[config.mk]
export PLATFORM = sky130hd
export DESIGN_NAME = cwtc_top
export DESIGN_NICKNAME = d
export VERILOG_FILES = /design/src/logic/cwtc_pkg.sv /design/src/logic/cwtc_top.sv /design/src/logic/cwtc_wave_chk.sv
export SDC_FILE = /design/constraint.sdc
export NUM_CORES = 1
export LEC_CHECK = 0
export BUFFER_PORTS_ARGS = -buffer_cell sky130_fd_sc_hd__buf_2
export CAP_MARGIN = 20
export CORE_ASPECT_RATIO = 1.1
export CORE_MARGIN = 4
export CORE_UTILIZATION = 52
export CTS_CLUSTER_DIAMETER = 50
export DETAILED_ROUTE_END_ITERATION = 7
export PLACE_DENSITY = 0.84
export RECOVER_POWER = 100
export SYNTH_ARGS = -nofsm -noshare
export SYNTH_HDL_FRONTEND = slang
export SYNTH_SLANG_ARGS = --single-unit
[constraint.sdc]
create_clock -name I_CLK_SYS -period 3.65 [get_ports I_CLK_SYS]
set_clock_uncertainty 0.1 [all_clocks]
set_input_delay 0.73 -clock I_CLK_SYS [delete_from_list [all_inputs] [get_ports I_CLK_SYS]]
set_output_delay 0.73 -clock I_CLK_SYS [all_outputs]
set_load 0.02 [all_outputs]
[src/logic/cwtc_pkg.sv]
// =====================================================================
// Notes on behaviour
// - Waveform check flags a rising edge later than 56/fs plus 0..7/fs and earlier than 115/fs.
// - A missing rising edge is not flagged by itself; a low of 115/fs or more counts as a start bit.
// - Rising edge between late-one and early-zero limits is an error.
// - Rising edge earlier than 13/fs minus 0..7/fs is an error.
// - The four limits apply only while waveform checking is enabled.
// - Transmission-active goes to 1 when the start bit starts driving.
// - Transmission-active returns to 0 on completion or any interrupt.
// - Software writes to transmission-active, bit 1, are ignored.
// - Writing 1 to transmit enable starts sending; writing 0 stops it.
// - Transmit enable clears itself on completion or error interrupt.
// - Transmit buffer bits 7..0 hold the data byte, bit 7 the MSB.
// - Transmit buffer bit 8 holds the end-of-message bit, read and write.
// - Start bit rises at 121/fs minus 0..7, period 147/fs minus 0..7.
// - Data bit rises at 20/fs for one, 49/fs for zero, minus 0..3.
// - Data bit period is 79/fs minus 0..15/fs.
package cwtc_pkg;
  // ===================================================================
  // Register offsets
  localparam logic [7:0] OFS_WAVE  = 8'h00;
  localparam logic [7:0] OFS_TXEN  = 8'h04;
  localparam logic [7:0] OFS_TXBUF = 8'h08;
  localparam logic [7:0] OFS_TXCR  = 8'h0c;
  // ===================================================================
  // Field positions
  localparam int WAV3_LSB = 20;
  localparam int WAV2_LSB = 16;
  localparam int WAV1_LSB = 12;
  localparam int WAV0_LSB = 8;
  localparam int WAVEN_BIT = 0;
  localparam int TXEN_BIT = 0;
  localparam int TRANS_BIT = 1;
  localparam int EOM_BIT = 8;
  localparam int STRS_LSB = 20;
  localparam int SPRD_LSB = 16;
  localparam int DTRS_LSB = 12;
  localparam int DPRD_LSB = 8;
  localparam int BRD_BIT = 4;
  localparam int FREE_LSB = 0;
  // ===================================================================
  // Writable masks and reset values
  localparam logic [31:0] WAVE_MASK  = 32'h0077_7701;
  localparam logic [31:0] TXBUF_MASK = 32'h0000_01ff;
  localparam logic [31:0] TXCR_MASK  = 32'h0077_7f1f;
  localparam logic [31:0] WAVE_RST   = 32'h0000_0000;
  localparam logic [31:0] TXBUF_RST  = 32'h0000_0000;
  localparam logic [31:0] TXCR_RST   = 32'h0000_0000;
  // ===================================================================
  // Times in units of 1/fs
  localparam logic [7:0] LATE_ZERO_BASE  = 8'h38; // 56
  localparam logic [7:0] EARLY_ZERO_BASE = 8'h2b; // 43
  localparam logic [7:0] LATE_ONE_BASE   = 8'h1a; // 26
  localparam logic [7:0] EARLY_ONE_BASE  = 8'h0d; // 13
  localparam logic [7:0] START_MIN       = 8'h73; // 115, shortest start low
  localparam logic [7:0] FRAME_GAP       = 8'hc8; // 200, idle ends a frame
  localparam logic [7:0] START_RISE_BASE = 8'h79; // 121
  localparam logic [7:0] START_PRD_BASE  = 8'h93; // 147
  localparam logic [7:0] ONE_RISE_BASE   = 8'h14; // 20
  localparam logic [7:0] ZERO_RISE_BASE  = 8'h31; // 49
  localparam logic [7:0] DATA_PRD_BASE   = 8'h4f; // 79
  localparam logic [3:0] TX_LAST_BIT     = 4'ha;  // start, 8 data, EOM, ack
  // ===================================================================
  // Sampling rate
  localparam int CLK_HZ = 100_000_000;
  localparam int FS_HZ  = 32768;
  localparam int FS_DIV = CLK_HZ / FS_HZ;
  // ===================================================================
  // Transmit sequencer states
  typedef enum logic [1:0] {
    TX_IDLE = 2'b00,
    TX_FREE = 2'b01,
    TX_LOW  = 2'b10,
    TX_HIGH = 2'b11
  } cwtc_tx_state_t;
endpackage : cwtc_pkg

[src/logic/cwtc_top.sv]
// Local design decisions: the register offsets and the address-and-strobe port.
`timescale 1ns/1ns
`default_nettype none
module cwtc_top
  import cwtc_pkg::*;
#(
  parameter int FS_DIVIDE = FS_DIV // Clock cycles per 1/fs
) (
  input  wire logic        I_CLK_SYS,     // 100 MHz clock
  input  wire logic        I_SRST,        // Sync reset, high
  input  wire logic [7:0]  I_ADDR,        // Register byte address
  input  wire logic [31:0] I_WDATA,       // Write data
  input  wire logic        I_WR,          // Write strobe
  input  wire logic        I_RD,          // Read strobe
  output var  logic [31:0] O_RDATA,       // Read data, cycle after strobe
  input  wire logic        I_CEC_IN,      // Bus line level
  output var  logic        O_CEC_OUT,     // Bus drive value, always 0
  output var  logic        O_CEC_OE_N,    // Drive enable, low drives
  output var  logic        O_TX_DONE_IRQ, // Transmit completion pulse
  output var  logic        O_WAVE_ERR_IRQ // Waveform error pulse
);
  // ===================================================================
  // Register storage
  logic [31:0]    wave_reg;
  logic [31:0]    txbuf_reg;
  logic [31:0]    txcr_reg;
  logic           txen_reg;
  logic           trans_reg;
  logic           done_reg;
  logic           oe_n_reg;
  logic           cec_out_reg;
  logic [31:0]    rdata_reg;
  logic [15:0]    fs_cnt_reg;
  logic           fs_tick_reg;
  cwtc_tx_state_t state_reg;
  cwtc_tx_state_t state_next;
  logic [3:0]     idx_reg;
  logic [3:0]     idx_next;
  logic [7:0]     tcnt_reg;
  logic [7:0]     tcnt_next;
  logic           done_next;
  logic           wave_err;

  // ===================================================================
  // Address decode
  wire sel_wave  = (I_ADDR == OFS_WAVE);
  wire sel_txen  = (I_ADDR == OFS_TXEN);
  wire sel_txbuf = (I_ADDR == OFS_TXBUF);
  wire sel_txcr  = (I_ADDR == OFS_TXCR);
  wire wr_wave   = I_WR && sel_wave;
  wire wr_txen   = I_WR && sel_txen;
  wire wr_txbuf  = I_WR && sel_txbuf;
  wire wr_txcr   = I_WR && sel_txcr;
  wire start_req = wr_txen && I_WDATA[TXEN_BIT];
  wire stop_req  = wr_txen && !I_WDATA[TXEN_BIT];

  // Read view; enable bit is write-only so it reads as 0
  wire [31:0] txen_view = {30'h0, trans_reg, 1'b0};
  wire [31:0] rd_mux;
  assign rd_mux = sel_wave  ? wave_reg  :
                  sel_txen  ? txen_view :
                  sel_txbuf ? txbuf_reg :
                  sel_txcr  ? txcr_reg  : 32'h0000_0000;

  // ===================================================================
  // Field extraction
  wire [2:0] wav3  = wave_reg[WAV3_LSB +: 3];
  wire [2:0] wav2  = wave_reg[WAV2_LSB +: 3];
  wire [2:0] wav1  = wave_reg[WAV1_LSB +: 3];
  wire [2:0] wav0  = wave_reg[WAV0_LSB +: 3];
  wire       waven = wave_reg[WAVEN_BIT];
  wire [2:0] strs  = txcr_reg[STRS_LSB +: 3];
  wire [2:0] sprd  = txcr_reg[SPRD_LSB +: 3];
  wire [1:0] dtrs  = txcr_reg[DTRS_LSB +: 2]; // Upper code values are reserved
  wire [3:0] dprd  = txcr_reg[DPRD_LSB +: 4];
  wire [3:0] free  = txcr_reg[FREE_LSB +: 4];

  // ===================================================================
  // Bit selection: index 0 is start, 1..8 data MSB first, 9 EOM, 10 ack
  wire [3:0] data_pos = 4'h8 - idx_reg;
  wire       data_bit = txbuf_reg[data_pos[2:0]];
  wire       cur_bit  = (idx_reg == 4'h9) ? txbuf_reg[EOM_BIT] :
                        (idx_reg == TX_LAST_BIT) ? 1'b1 : data_bit;
  wire       is_start = (state_reg != TX_FREE) && (idx_reg == 4'h0);

  // Rise and period lengths in 1/fs units
  wire [7:0] data_rise = (cur_bit ? ONE_RISE_BASE : ZERO_RISE_BASE)
                         - {6'h00, dtrs};
  wire [7:0] start_rise = START_RISE_BASE - {5'h00, strs};
  wire [7:0] start_prd  = START_PRD_BASE - {5'h00, sprd};
  wire [7:0] data_prd   = DATA_PRD_BASE - {4'h0, dprd};
  wire [7:0] rise_len   = is_start ? start_rise : data_rise;
  wire [7:0] prd_len    = is_start ? start_prd : data_prd;
  wire [7:0] tcnt_inc   = tcnt_reg + 8'h01;

  // ===================================================================
  // fs tick generator; a parameter so simulation can run faster
  always_ff @(posedge I_CLK_SYS) begin
    if (I_SRST) begin
      fs_cnt_reg  <= 16'h0000;
      fs_tick_reg <= 1'b0;
    end else if (fs_cnt_reg == 16'(FS_DIVIDE - 1)) begin
      fs_cnt_reg  <= 16'h0000;
      fs_tick_reg <= 1'b1;
    end else begin
      fs_cnt_reg  <= fs_cnt_reg + 16'h0001;
      fs_tick_reg <= 1'b0;
    end
  end

  // ===================================================================
  // Configuration registers
  always_ff @(posedge I_CLK_SYS) begin
    if (I_SRST) begin
      wave_reg  <= WAVE_RST;
      txbuf_reg <= TXBUF_RST;
      txcr_reg  <= TXCR_RST;
    end else begin
      if (wr_wave)
        wave_reg <= I_WDATA & WAVE_MASK;
      if (wr_txbuf)
        txbuf_reg <= I_WDATA & TXBUF_MASK;
      if (wr_txcr)
        txcr_reg <= I_WDATA & TXCR_MASK;
    end
  end

  // Read data stands for exactly one cycle after the strobe
  always_ff @(posedge I_CLK_SYS) begin
    if (I_SRST)
      rdata_reg <= 32'h0000_0000;
    else
      rdata_reg <= I_RD ? rd_mux : 32'h0000_0000;
  end

  // ===================================================================
  // Transmit sequencer next state
  // Line sensed low while waiting for free time restarts the wait,
  // so a frame from another device always defers this one.
  always_comb begin
    state_next = state_reg;
    idx_next   = idx_reg;
    tcnt_next  = tcnt_reg;
    done_next  = 1'b0;
    case (state_reg)
      TX_IDLE: begin
        if (start_req) begin
          state_next = TX_FREE;
          idx_next   = 4'h0;
          tcnt_next  = 8'h00;
        end
      end
      TX_FREE: begin
        if (!I_CEC_IN) begin
          idx_next  = 4'h0;
          tcnt_next = 8'h00;
        end else if (fs_tick_reg) begin
          if (tcnt_inc >= data_prd) begin
            tcnt_next = 8'h00;
            if (idx_reg == free) begin
              state_next = TX_LOW;
              idx_next   = 4'h0;
            end else begin
              idx_next = idx_reg + 4'h1;
            end
          end else begin
            tcnt_next = tcnt_inc;
          end
        end
      end
      TX_LOW: begin
        if (fs_tick_reg) begin
          tcnt_next = tcnt_inc;
          if (tcnt_inc >= rise_len)
            state_next = TX_HIGH;
        end
      end
      TX_HIGH: begin
        if (fs_tick_reg) begin
          if (tcnt_inc >= prd_len) begin
            tcnt_next = 8'h00;
            if (idx_reg == TX_LAST_BIT) begin
              state_next = TX_IDLE;
              done_next  = 1'b1;
            end else begin
              state_next = TX_LOW;
              idx_next   = idx_reg + 4'h1;
            end
          end else begin
            tcnt_next = tcnt_inc;
          end
        end
      end
      default: begin
        state_next = TX_IDLE;
      end
    endcase
    // Software stop or an error interrupt aborts at once
    if (stop_req || wave_err) begin
      state_next = TX_IDLE;
      done_next  = 1'b0;
    end
  end

  wire start_go = (state_reg == TX_FREE) && (state_next == TX_LOW);

  // ===================================================================
  // Sequencer state
  always_ff @(posedge I_CLK_SYS) begin
    if (I_SRST) begin
      state_reg <= TX_IDLE;
      idx_reg   <= 4'h0;
      tcnt_reg  <= 8'h00;
      done_reg  <= 1'b0;
    end else begin
      state_reg <= state_next;
      idx_reg   <= idx_next;
      tcnt_reg  <= tcnt_next;
      done_reg  <= done_next;
    end
  end

  // Enable and active flags; a start write wins over the auto clear of txen_reg,
  // but the sequencer starts only from TX_IDLE, so a restart written in the completion cycle is not sent.
  always_ff @(posedge I_CLK_SYS) begin
    if (I_SRST) begin
      txen_reg  <= 1'b0;
      trans_reg <= 1'b0;
    end else begin
      if (start_req)
        txen_reg <= 1'b1;
      else if (stop_req || done_next || wave_err)
        txen_reg <= 1'b0;
      // Written data never reaches trans_reg
      if (start_go)
        trans_reg <= 1'b1;
      else if (done_next || wave_err || stop_req)
        trans_reg <= 1'b0;
    end
  end

  // Open-drain drive, only pulls low
  always_ff @(posedge I_CLK_SYS) begin
    if (I_SRST) begin
      oe_n_reg    <= 1'b1;
      cec_out_reg <= 1'b0;
    end else begin
      oe_n_reg    <= (state_next != TX_LOW);
      cec_out_reg <= 1'b0;
    end
  end

  // ===================================================================
  // Receive waveform checker
  cwtc_wave_chk u_wave_chk (
    .i_clk     (I_CLK_SYS),
    .i_srst    (I_SRST),
    .i_fs_tick (fs_tick_reg),
    .i_en      (waven),
    .i_line    (I_CEC_IN),
    .i_wav3    (wav3),
    .i_wav2    (wav2),
    .i_wav1    (wav1),
    .i_wav0    (wav0),
    .o_err     (wave_err)
  );

  // ===================================================================
  // Outputs
  assign O_RDATA        = rdata_reg;
  assign O_CEC_OUT      = cec_out_reg;
  assign O_CEC_OE_N     = oe_n_reg;
  assign O_TX_DONE_IRQ  = done_reg;
  assign O_WAVE_ERR_IRQ = wave_err;

  // ===================================================================
  // Checks
  trans_rise_a: assert property (@(posedge I_CLK_SYS) disable iff (I_SRST)
    (start_go && !stop_req && !wave_err) |=> (trans_reg && !O_CEC_OE_N))
    else $error("active flag not set with start bit");

  done_clear_a: assert property (@(posedge I_CLK_SYS) disable iff (I_SRST)
    O_TX_DONE_IRQ |-> (!trans_reg && state_reg == TX_IDLE))
    else $error("active flag still set after completion");

  err_clear_a: assert property (@(posedge I_CLK_SYS) disable iff (I_SRST)
    (O_WAVE_ERR_IRQ && !start_req) |=> (!trans_reg && !txen_reg))
    else $error("flags not cleared by error interrupt");

  trans_ro_a: assert property (@(posedge I_CLK_SYS) disable iff (I_SRST)
    (wr_txen && I_WDATA[TRANS_BIT] && !I_WDATA[TXEN_BIT]) |=> !trans_reg)
    else $error("write reached the active flag");

  tx_start_a: assert property (@(posedge I_CLK_SYS) disable iff (I_SRST)
    (start_req && state_reg == TX_IDLE && !wave_err)
      |=> (txen_reg && state_reg == TX_FREE) ##1 O_CEC_OE_N)
    else $error("transmit did not start on enable write");

  buf_store_a: assert property (@(posedge I_CLK_SYS) disable iff (I_SRST)
    wr_txbuf |=> (txbuf_reg[8:0] == $past(I_WDATA[8:0]) && txbuf_reg[31:9] == 23'h0))
    else $error("transmit buffer not stored");

  rise_time_a: assert property (@(posedge I_CLK_SYS) disable iff (I_SRST)
    (state_reg == TX_LOW && fs_tick_reg && tcnt_inc == rise_len && !stop_req && !wave_err)
      |=> (state_reg == TX_HIGH) ##1 O_CEC_OE_N)
    else $error("line not released at rise time");

  read_once_a: assert property (@(posedge I_CLK_SYS) disable iff (I_SRST)
    !I_RD |=> (O_RDATA == 32'h0000_0000))
    else $error("read data outside its cycle");

  // A stop write must leave nothing half driven on the shared line
  abort_release_a: assert property (@(posedge I_CLK_SYS) disable iff (I_SRST)
    stop_req |=> (O_CEC_OE_N && !trans_reg && !txen_reg && state_reg == TX_IDLE))
    else $error("line not released on transmit stop");

  done_enable_a: assert property (@(posedge I_CLK_SYS) disable iff (I_SRST)
    (done_next && !start_req) |=> (O_TX_DONE_IRQ && !txen_reg))
    else $error("enable not cleared by completion");

  done_pulse_a: assert property (@(posedge I_CLK_SYS) disable iff (I_SRST)
    O_TX_DONE_IRQ |=> !O_TX_DONE_IRQ)
    else $error("completion pulse longer than one cycle");

  // Each bit restarts its timer, otherwise the periods would drift
  period_end_a: assert property (@(posedge I_CLK_SYS) disable iff (I_SRST)
    (state_reg == TX_HIGH && fs_tick_reg && tcnt_inc == prd_len
      && idx_reg != TX_LAST_BIT && !stop_req && !wave_err)
      |=> (state_reg == TX_LOW && tcnt_reg == 8'h00 && !O_CEC_OE_N))
    else $error("next bit not started at period end");

  // Open drain: the pin may pull low only inside a low phase
  drive_low_a: assert property (@(posedge I_CLK_SYS) disable iff (I_SRST)
    !O_CEC_OE_N |-> (state_reg == TX_LOW && trans_reg))
    else $error("line pulled low outside a low phase");

  active_hold_a: assert property (@(posedge I_CLK_SYS) disable iff (I_SRST)
    (state_reg == TX_LOW || state_reg == TX_HIGH) |-> trans_reg)
    else $error("active flag low while sending");

  start_cov: cover property (@(posedge I_CLK_SYS) disable iff (I_SRST) start_go);
  done_cov: cover property (@(posedge I_CLK_SYS) disable iff (I_SRST) O_TX_DONE_IRQ);
  err_cov: cover property (@(posedge I_CLK_SYS) disable iff (I_SRST) O_WAVE_ERR_IRQ);
  stop_cov: cover property (@(posedge I_CLK_SYS) disable iff (I_SRST)
    stop_req && state_reg == TX_HIGH);
  abort_cov: cover property (@(posedge I_CLK_SYS) disable iff (I_SRST)
    stop_req && state_reg == TX_LOW);
endmodule : cwtc_top
`default_nettype wire

[src/logic/cwtc_wave_chk.sv]
`timescale 1ns/1ns
`default_nettype none
module cwtc_wave_chk
  import cwtc_pkg::*;
(
  input  wire logic       i_clk,     // System clock
  input  wire logic       i_srst,    // Sync reset, high
  input  wire logic       i_fs_tick, // One pulse per 1/fs
  input  wire logic       i_en,      // Waveform check enable
  input  wire logic       i_line,    // Bus line level
  input  wire logic [2:0] i_wav3,    // Late-zero trim
  input  wire logic [2:0] i_wav2,    // Early-zero trim
  input  wire logic [2:0] i_wav1,    // Late-one trim
  input  wire logic [2:0] i_wav0,    // Early-one trim
  output var  logic       o_err      // Waveform error pulse
);
  // ===================================================================
  // Edge detection and limits
  logic       line_d_reg;
  logic [7:0] cnt_reg;
  logic       in_frame_reg;
  wire        fall       = line_d_reg & ~i_line;
  wire        rise       = ~line_d_reg & i_line;
  wire  [7:0] late_zero  = LATE_ZERO_BASE + {5'h00, i_wav3};
  wire  [7:0] early_zero = EARLY_ZERO_BASE - {5'h00, i_wav2};
  wire  [7:0] late_one   = LATE_ONE_BASE + {5'h00, i_wav1};
  wire  [7:0] early_one  = EARLY_ONE_BASE - {5'h00, i_wav0};
  // Start bits are long lows; the START_MIN upper bound on late_bad keeps them out
  wire early_bad = rise && (cnt_reg < early_one);
  wire mid_bad   = rise && (cnt_reg > late_one) && (cnt_reg < early_zero);
  wire late_bad  = rise && (cnt_reg > late_zero) && (cnt_reg < START_MIN);
  wire bad       = i_en && in_frame_reg && (early_bad || mid_bad || late_bad);

  // ===================================================================
  // Bit timer, restarted by each falling edge
  always_ff @(posedge i_clk) begin
    if (i_srst) begin
      line_d_reg <= 1'b1;
      cnt_reg    <= 8'h00;
    end else begin
      line_d_reg <= i_line;
      if (fall)
        cnt_reg <= 8'h00;
      else if (i_fs_tick && cnt_reg != 8'hff)
        cnt_reg <= cnt_reg + 8'h01;
    end
  end

  // Frame tracking and error pulse
  always_ff @(posedge i_clk) begin
    if (i_srst) begin
      in_frame_reg <= 1'b0;
      o_err        <= 1'b0;
    end else begin
      o_err <= bad;
      if (rise && cnt_reg >= START_MIN)
        in_frame_reg <= 1'b1;
      else if (i_line && cnt_reg >= FRAME_GAP)
        in_frame_reg <= 1'b0;
    end
  end

  // ===================================================================
  // Checks
  early_one_a: assert property (@(posedge i_clk) disable iff (i_srst)
    (rise && i_en && in_frame_reg && cnt_reg < early_one) |=> o_err)
    else $error("early edge not flagged");
  check_off_a: assert property (@(posedge i_clk) disable iff (i_srst)
    !i_en |=> !o_err)
    else $error("error flagged while check disabled");
  timer_restart_a: assert property (@(posedge i_clk) disable iff (i_srst)
    fall |=> (cnt_reg == 8'h00))
    else $error("bit timer not restarted");
endmodule : cwtc_wave_chk
`default_nettype wire

==> metrics, run 1 <==
row count=39; commonest cells in the netlist=106 x dfxtp_1, 88 x nand2_1, 72 x nor2_1; Synth area leader=dfxtp_1; Worst Path Arrival=3600 ps; post-route non-filler standard cell count=862; antenna violations before repair=1; Final #Nets=about 810; Hold Path Origin=txcr_reg[14]; Lkg Pwr=2.46 nW; peak fanout along the critical path=3; final hold slack=362 ps; Peak VDD IR=0.192 mV; max-slew violations=0; global-route wire length before repair=21900 um; post-layout power=2.24 mW; reg2reg path depth=17; endpoints failing setup=0; Total Neg Setup Slack=0 ps; Post-route DRC=0; worst setup path class=reg2reg; PortBufs=57; num ports=81; Critical Path Source Type=flip-flop; R2R Path End=state_reg[0]; Final Hold Fails=0; run status=completed; count leader, synth=dfxtp_1; share of cells above drive strength 1=10.4%; TritonCTS Buffers=9; Mapped Area=between 5000 and 6000 um^2; min Tclk post-route=3490 ps; Vias=4869; WHS Endpoint=txcr_reg[14]; fmax=287 MHz; Synth area leaders=dfxtp_1 38%, ha_1 11%, nand2_1 5.9%; Core Region=between 10000 and 15000 um^2; initial DRC count=368; CP required=3760 ps; HPWL Detailed=9930 um; Syn Inst Count=666; Worst Hold Depth=2; ANT nets after route=0; clock-pin transition on the worst setup and hold timing paths=70 ps; reg-to-reg slack, setup=approximately 160 ps; Die Area=12600 um^2; post-placement cell count=846; Post-synth EDFFs=0; total gr overflow=0; largest net degree at the start of global routing=64; placed inst area=6020 um^2; commonest register cell after synthesis=dfxtp_1; Netlist cell types=59; Routed WL=13500 um; DR WL/cell=between 15 and 20 um; Ys Warns=0; number of global-route vias before repair=4724; GRT Overall Usage=21.7%; share of Yosys cell area claimed by the top area cell type=between 30% and 40%; total of max-cap violations=0; Period Utilization, post-route=95.6%; Die Width=107 um; asr flop ratio synth=0%; Post CTS Setup Buffer Count=0; root buffer cell=clkbuf_16; # hold bufs at CTS=0; synthesized flop and latch total=106; H-tree Lvls=3; crit end category=flip-flop; final instance area=between 6000 and 7000 um^2; Starting Density=53.7%; HP Class=reg2reg; Slew Limit Headroom=36.2%; Mapped Avg Cell Area=8.47 um^2; drt first pass iters=6; synth-to-layout area growth=11.6%; via density per instance=5.65; routability-driven placement congestion ratio=0.879; Reg2Reg Launch Point=idx_reg[0]; CTS sink cnt=106; max reg flops=21; Worst Max-Slew Pin Slew=approximately 960 ps; TritonCTS clock tree=yes; register area share after synthesis=37.6%; clock buffer depth=2; antenna cells=0; worst skew pair latency=360 ps; PwrDens=355 nW/um^2; die height=117 um
[cells in the final DEF (no fill, tap or decap), types with 3 or more instances in the layout]
| cell type | n |
|---|---|
| dfxtp_1 | 106 |
| nand2_1 | 88 |
| nor2_1 | 72 |
| a21oi_1 | 57 |
| ha_1 | 47 |
| buf_2 | 31 |
| clkbuf_1 | 29 |
| inv_1 | 26 |
| nand3_1 | 22 |
| o21ai_0 | 19 |
| mux2i_1 | 16 |
| a22oi_1 | 15 |
| xnor2_1 | 14 |
| xor2_1 | 12 |
| conb_1 | 12 |
| nand2b_1 | 11 |
| nor2b_1 | 10 |
| o21a_1 | 9 |
| clkbuf_16 | 9 |
| buf_4 | 8 |
| or3_1 | 7 |
| nand4_1 | 7 |
| and3_1 | 6 |
| nor3_1 | 5 |
| and2_0 | 5 |
| or2_2 | 4 |
| nand3b_1 | 4 |
| o211ai_1 | 4 |
| a32oi_1 | 4 |
| a211oi_1 | 3 |
| and2_1 | 3 |
| nand4b_1 | 3 |
| a21o_1 | 3 |
[metrics by stage]
stage          util, %  worst slack, ps
5_1_grt           60.0            -23.1
6_report          60.0              161
3_5_place_dp      57.4             94.6
3_3_place_gp      57.4              223
4_1_cts           60.3             49.6
2_1_floorplan        -             41.9
[worst max-delay path, stage by stage (launching register included)]
cell	delay (ps)
dfxtp_1	350
inv_1	90
ha_4	300
mux4_2	290
mux2i_1	200
a32oi_2	120
ha_1	220
inv_1	70
ha_1	160
inv_1	50
ha_1	170
and2_1	140
ha_1	190
a21o_1	150
a2111oi_1	360
o21ai_1	170
o2111ai_2	120
a211oi_1	100
[routing by layer]
layer | share of wire (%) | vias up | global-route usage, % | routed length (um)
met5 | 0.089 | - | 0 | 12
li1 | - | 2371 | - | -
met1 | 39 | 2293 | 25.1 | 5310
met4 | 2.5 | 2 | 9.12 | 340
met3 | 6.7 | 37 | 5.05 | 896
met2 | 51 | 166 | 38.6 | 6900
[cell families after synthesis]
| family | Yosys count | synth area share [%] |
|---|---|---|
| AOI/OAI and AO/OA | 135 | 16.0 |
| xor gates and xnor gates | 26 | 4.04 |
| adders and majority gates | 48 | 10.7 |
| buffers and inverters | 70 | 5.53 |
| DFF | 106 | 37.6 |
| muxes | 20 | 4.04 |
| other | 1 | 0.0665 |
| and+or+nand+nor | 260 | 22.0 |
[power by group]
part / total, mW / leakage [nW] / internal, mW / switching, mW
combinational: 0.0763 / 1.45 / 0.0234 / 0.0529
sequential: 1.16 / 0.854 / 1.16 / 0.00405
clock: 0.996 / 0.150 / 0.543 / 0.453
[worst max path at each step]
stage / startpoint / to / slack (ps) / depth (start not counted)
6_report: idx_reg[0] / state_reg[0] / 160 / 17
5_1_grt: idx_reg[1] / state_reg[0] / -20 / 17
4_1_cts: idx_reg[1] / state_reg[0] / 50 / 17
3_5_place_dp: idx_reg[1] / state_reg[0] / 90 / 17
3_3_place_gp: idx_reg[0] / state_reg[0] / 220 / 17
2_1_floorplan: idx_reg[0] / O_CEC_OE_N / 40 / 17
[timing repair]
action,4_1_cts,5_1_grt
endpoints found under the hold margin,0,0
endpoints found under the setup margin,0,2
resized for setup,0,6
[final cells by class]
| class | instances | area [um^2] |
|---|---|---|
| Timing Repair Buffer | 68 | 332 |
| Sequential cell | 106 | 2120 |
| Multi-Input combinational cell | 501 | 3250 |
| Clock inverter | 6 | 75.1 |
| Tap cell | 143 | 179 |
| Inverter | 28 | 105 |
| Fill cell | 891 | 4200 |
| Clock buffer | 10 | 229 |
Note: power is estimated with default switching activity, not from simulation.
==> run 2, diff against run 1 <==
- BUFFER_PORTS_ARGS: -buffer_cell sky130_fd_sc_hd__buf_2 -> -buffer_cell sky130_fd_sc_hd__buf_4
- GPL_TIMING_DRIVEN: not set -> 1
- clock period: 3.65 -> 3.2 ns (I/O delays scaled with it)
==> run 2 against run 1 <==
  * The run now ends with negative setup slack left
  * Final area up 6.0%
  * Die area stayed put
  * First-iteration DRC count fell by 5.4%
  * Routed wire length up 5.2%
  * Largest cell class unchanged
==> metrics, run 2 (synthesized netlist as in run 1, its figures left out) <==
run status=finished, violations left; failing checks=negative setup slack; min Tclk post-route=3240 ps (-247 ps); endpoints failing setup=2 (+2); # hold bufs at CTS=0 (unchanged); worst skew pair latency=360 ps (about the same); clock buffer depth=2 (unchanged); slowest stage cell, crit path=dfxtp_4; routed wl met3=775 um (-14%); CP cell instances=inv_4 -> ha_4 -> mux4_2 -> mux2i_1 -> a32oi_2 -> ha_2 -> inv_2 -> ha_4 -> inv_2 -> ha_4 -> and2_4 -> ha_4 -> a21o_1 -> a2111oi_4 -> o21ai_1 -> o2111ai_2 -> a211oi_2; fin util=63.6% (+3.6 points); total gr overflow=0 (unchanged); DR WL/cell=16.2 um (+3.9%); largest net degree at the start of global routing=64 (unchanged); Final #Nets=818 (+1.4%); final worst slack=-42.0 ps (-203 ps); H-tree Lvls=3 (unchanged); Reg2Reg Launch Point=idx_reg[0]; clock-pin transition on the worst setup and hold timing paths=80 ps (about the same); CP most frequent cell=ha_4; Worst Setup SP=idx_reg[0]; unrepaired setup endpoints after global routing=true; Worst Path Arrival=3360 ps (-240 ps); commonest non-fill, non-tap cell in the layout=dfxtp_1; GRT Overall Usage=22.7% (+0.97 points); initial DRC count=348 (-5.4%); CP required=3320 ps (-440 ps); drt first pass iters=7 (+1); Starting Density=53.7% (unchanged); Hold Path Origin=txcr_reg[14]; M1 WL=5530 um (+4.3%); HP Class=reg2reg; final instance area=6670 um^2 (+6.0%); Core Region=10500 um^2 (unchanged); Final Hold Fails=0 (unchanged); Worst Max-Slew Pin Slew=785 ps (-173 ps); placed inst area=6250 um^2 (+3.8%); row count=39 (unchanged); routability-driven placement congestion ratio=0.890 (+1.2%); num ports=81 (unchanged); TritonCTS clock tree=yes; ANT nets after route=0 (unchanged); Slew Limit Headroom=47.6% (+11 points); CTS sink cnt=106 (unchanged); Die Area=12600 um^2 (unchanged); Vias=4952 (+1.7%); max-slew violations=0 (unchanged); delay of the slowest critical-path stage=390 ps (+30 ps); fmax=308 MHz (+7.6%); Lkg Pwr=2.66 nW (+8.3%); TritonCTS Buffers=9 (unchanged); PwrDens=376 nW/um^2 (+5.9%); number of global-route vias before repair=4870 (+3.1%); Routed WL=14200 um (+5.2%); peak fanout along the critical path=3 (unchanged); Die Width=107 um (unchanged); die height=117 um (unchanged); Max Used Layer=met4; Period Utilization, post-route=101% (+5.7 points); commonest cells after routing, fill and taps aside=104 x dfxtp_1, 88 x nand2_1, 77 x buf_4, 72 x nor2_1, 55 x a21oi_1; PortBufs=57 (unchanged); global-route wire length before repair=22900 um (+4.3%); HPWL Detailed=10400 um (+4.9%); synth-to-layout area growth=18.3%; Peak VDD IR=0.268 mV (+39%); CP Buf/Inv Count=3 (unchanged); via density per instance=5.67 (+0.42%); routed wl met2=7310 um (+5.9%); Post-route DRC=0 (unchanged); antenna violations before repair=0 (-1); Critical Path Source Type=flip-flop; share of cells above drive strength 1=18.4% (+7.9 points); crit end category=flip-flop; cell family with most CP delay=compound AO/OA/AOI/OAI gates; antenna cells=0 (unchanged); final hold slack=361 ps (-1.09 ps); max reg flops=21 (unchanged); worst setup path class=reg2reg; total of max-cap violations=0 (unchanged); root buffer cell=clkbuf_16
run 2: repair_timing:
action | CTS | global route
gates resized for setup | 9 | 20
buffers inserted | 1 | 1
hold endpoints to repair | 0 | 0
pin swaps | 3 | 11
gates cloned | 0 | 0
endpoints found under the setup margin | 2 | 8
run 2: per-stage QoR:
| stage | power, mW | worst slack (ps) | instances | setup TNS, ps |
|---|---|---|---|---|
| 6_report | 2.51 | -42.0 | 873 | -65.5 |
| 5_1_grt | 2.59 | -160 | 873 | -407 |
| 4_1_cts | 2.52 | -10.7 | 872 | -10.7 |
| 3_5_place_dp | 1.46 | -228 | 855 | -438 |
| 3_3_place_gp | 1.45 | -62.9 | 855 | -99.5 |
| 2_1_floorplan | 1.42 | 26.8 | 677 | 0 |
run 2: per-layer routing:
layer  up-vias  track usage (%)
met5         -                0
met1      2341             26.1
met2       157             40.7
li1       2409                -
met4         0             10.5
met3        45             4.39
run 2: final timing paths:
check / endpoint / slack (ps) / cells past startpoint
max reg2reg: state_reg[0] / -40 / 17
max: state_reg[0] / -40 / 17
min reg2reg: txcr_reg[14] / 360 / 2
min: txcr_reg[14] / 360 / 2
run 2: layout make-up:
class,count,area (um^2)
clock buffer,9,225
clock inverter,7,66.3
fill,835,3820
inverter,28,108
multi-input combinational,501,3370
sequential,106,2130
tap,143,179
timing repair buffer,79,601
run 2: power by group:
| part | internal [mW] | switching [mW] |
|---|---|---|
| Sequential | 1.32 | 0.00452 |
| Clock | 0.550 | 0.535 |
| Combinational | 0.0390 | 0.0622 |
| Total | 1.91 | 0.601 |
run 2: tightest hold or removal path: cells and delay by family, from the launching register on:
family,cells,cell delay [ps]
flops,1,310
simple gates,1,50
compound gates,1,50
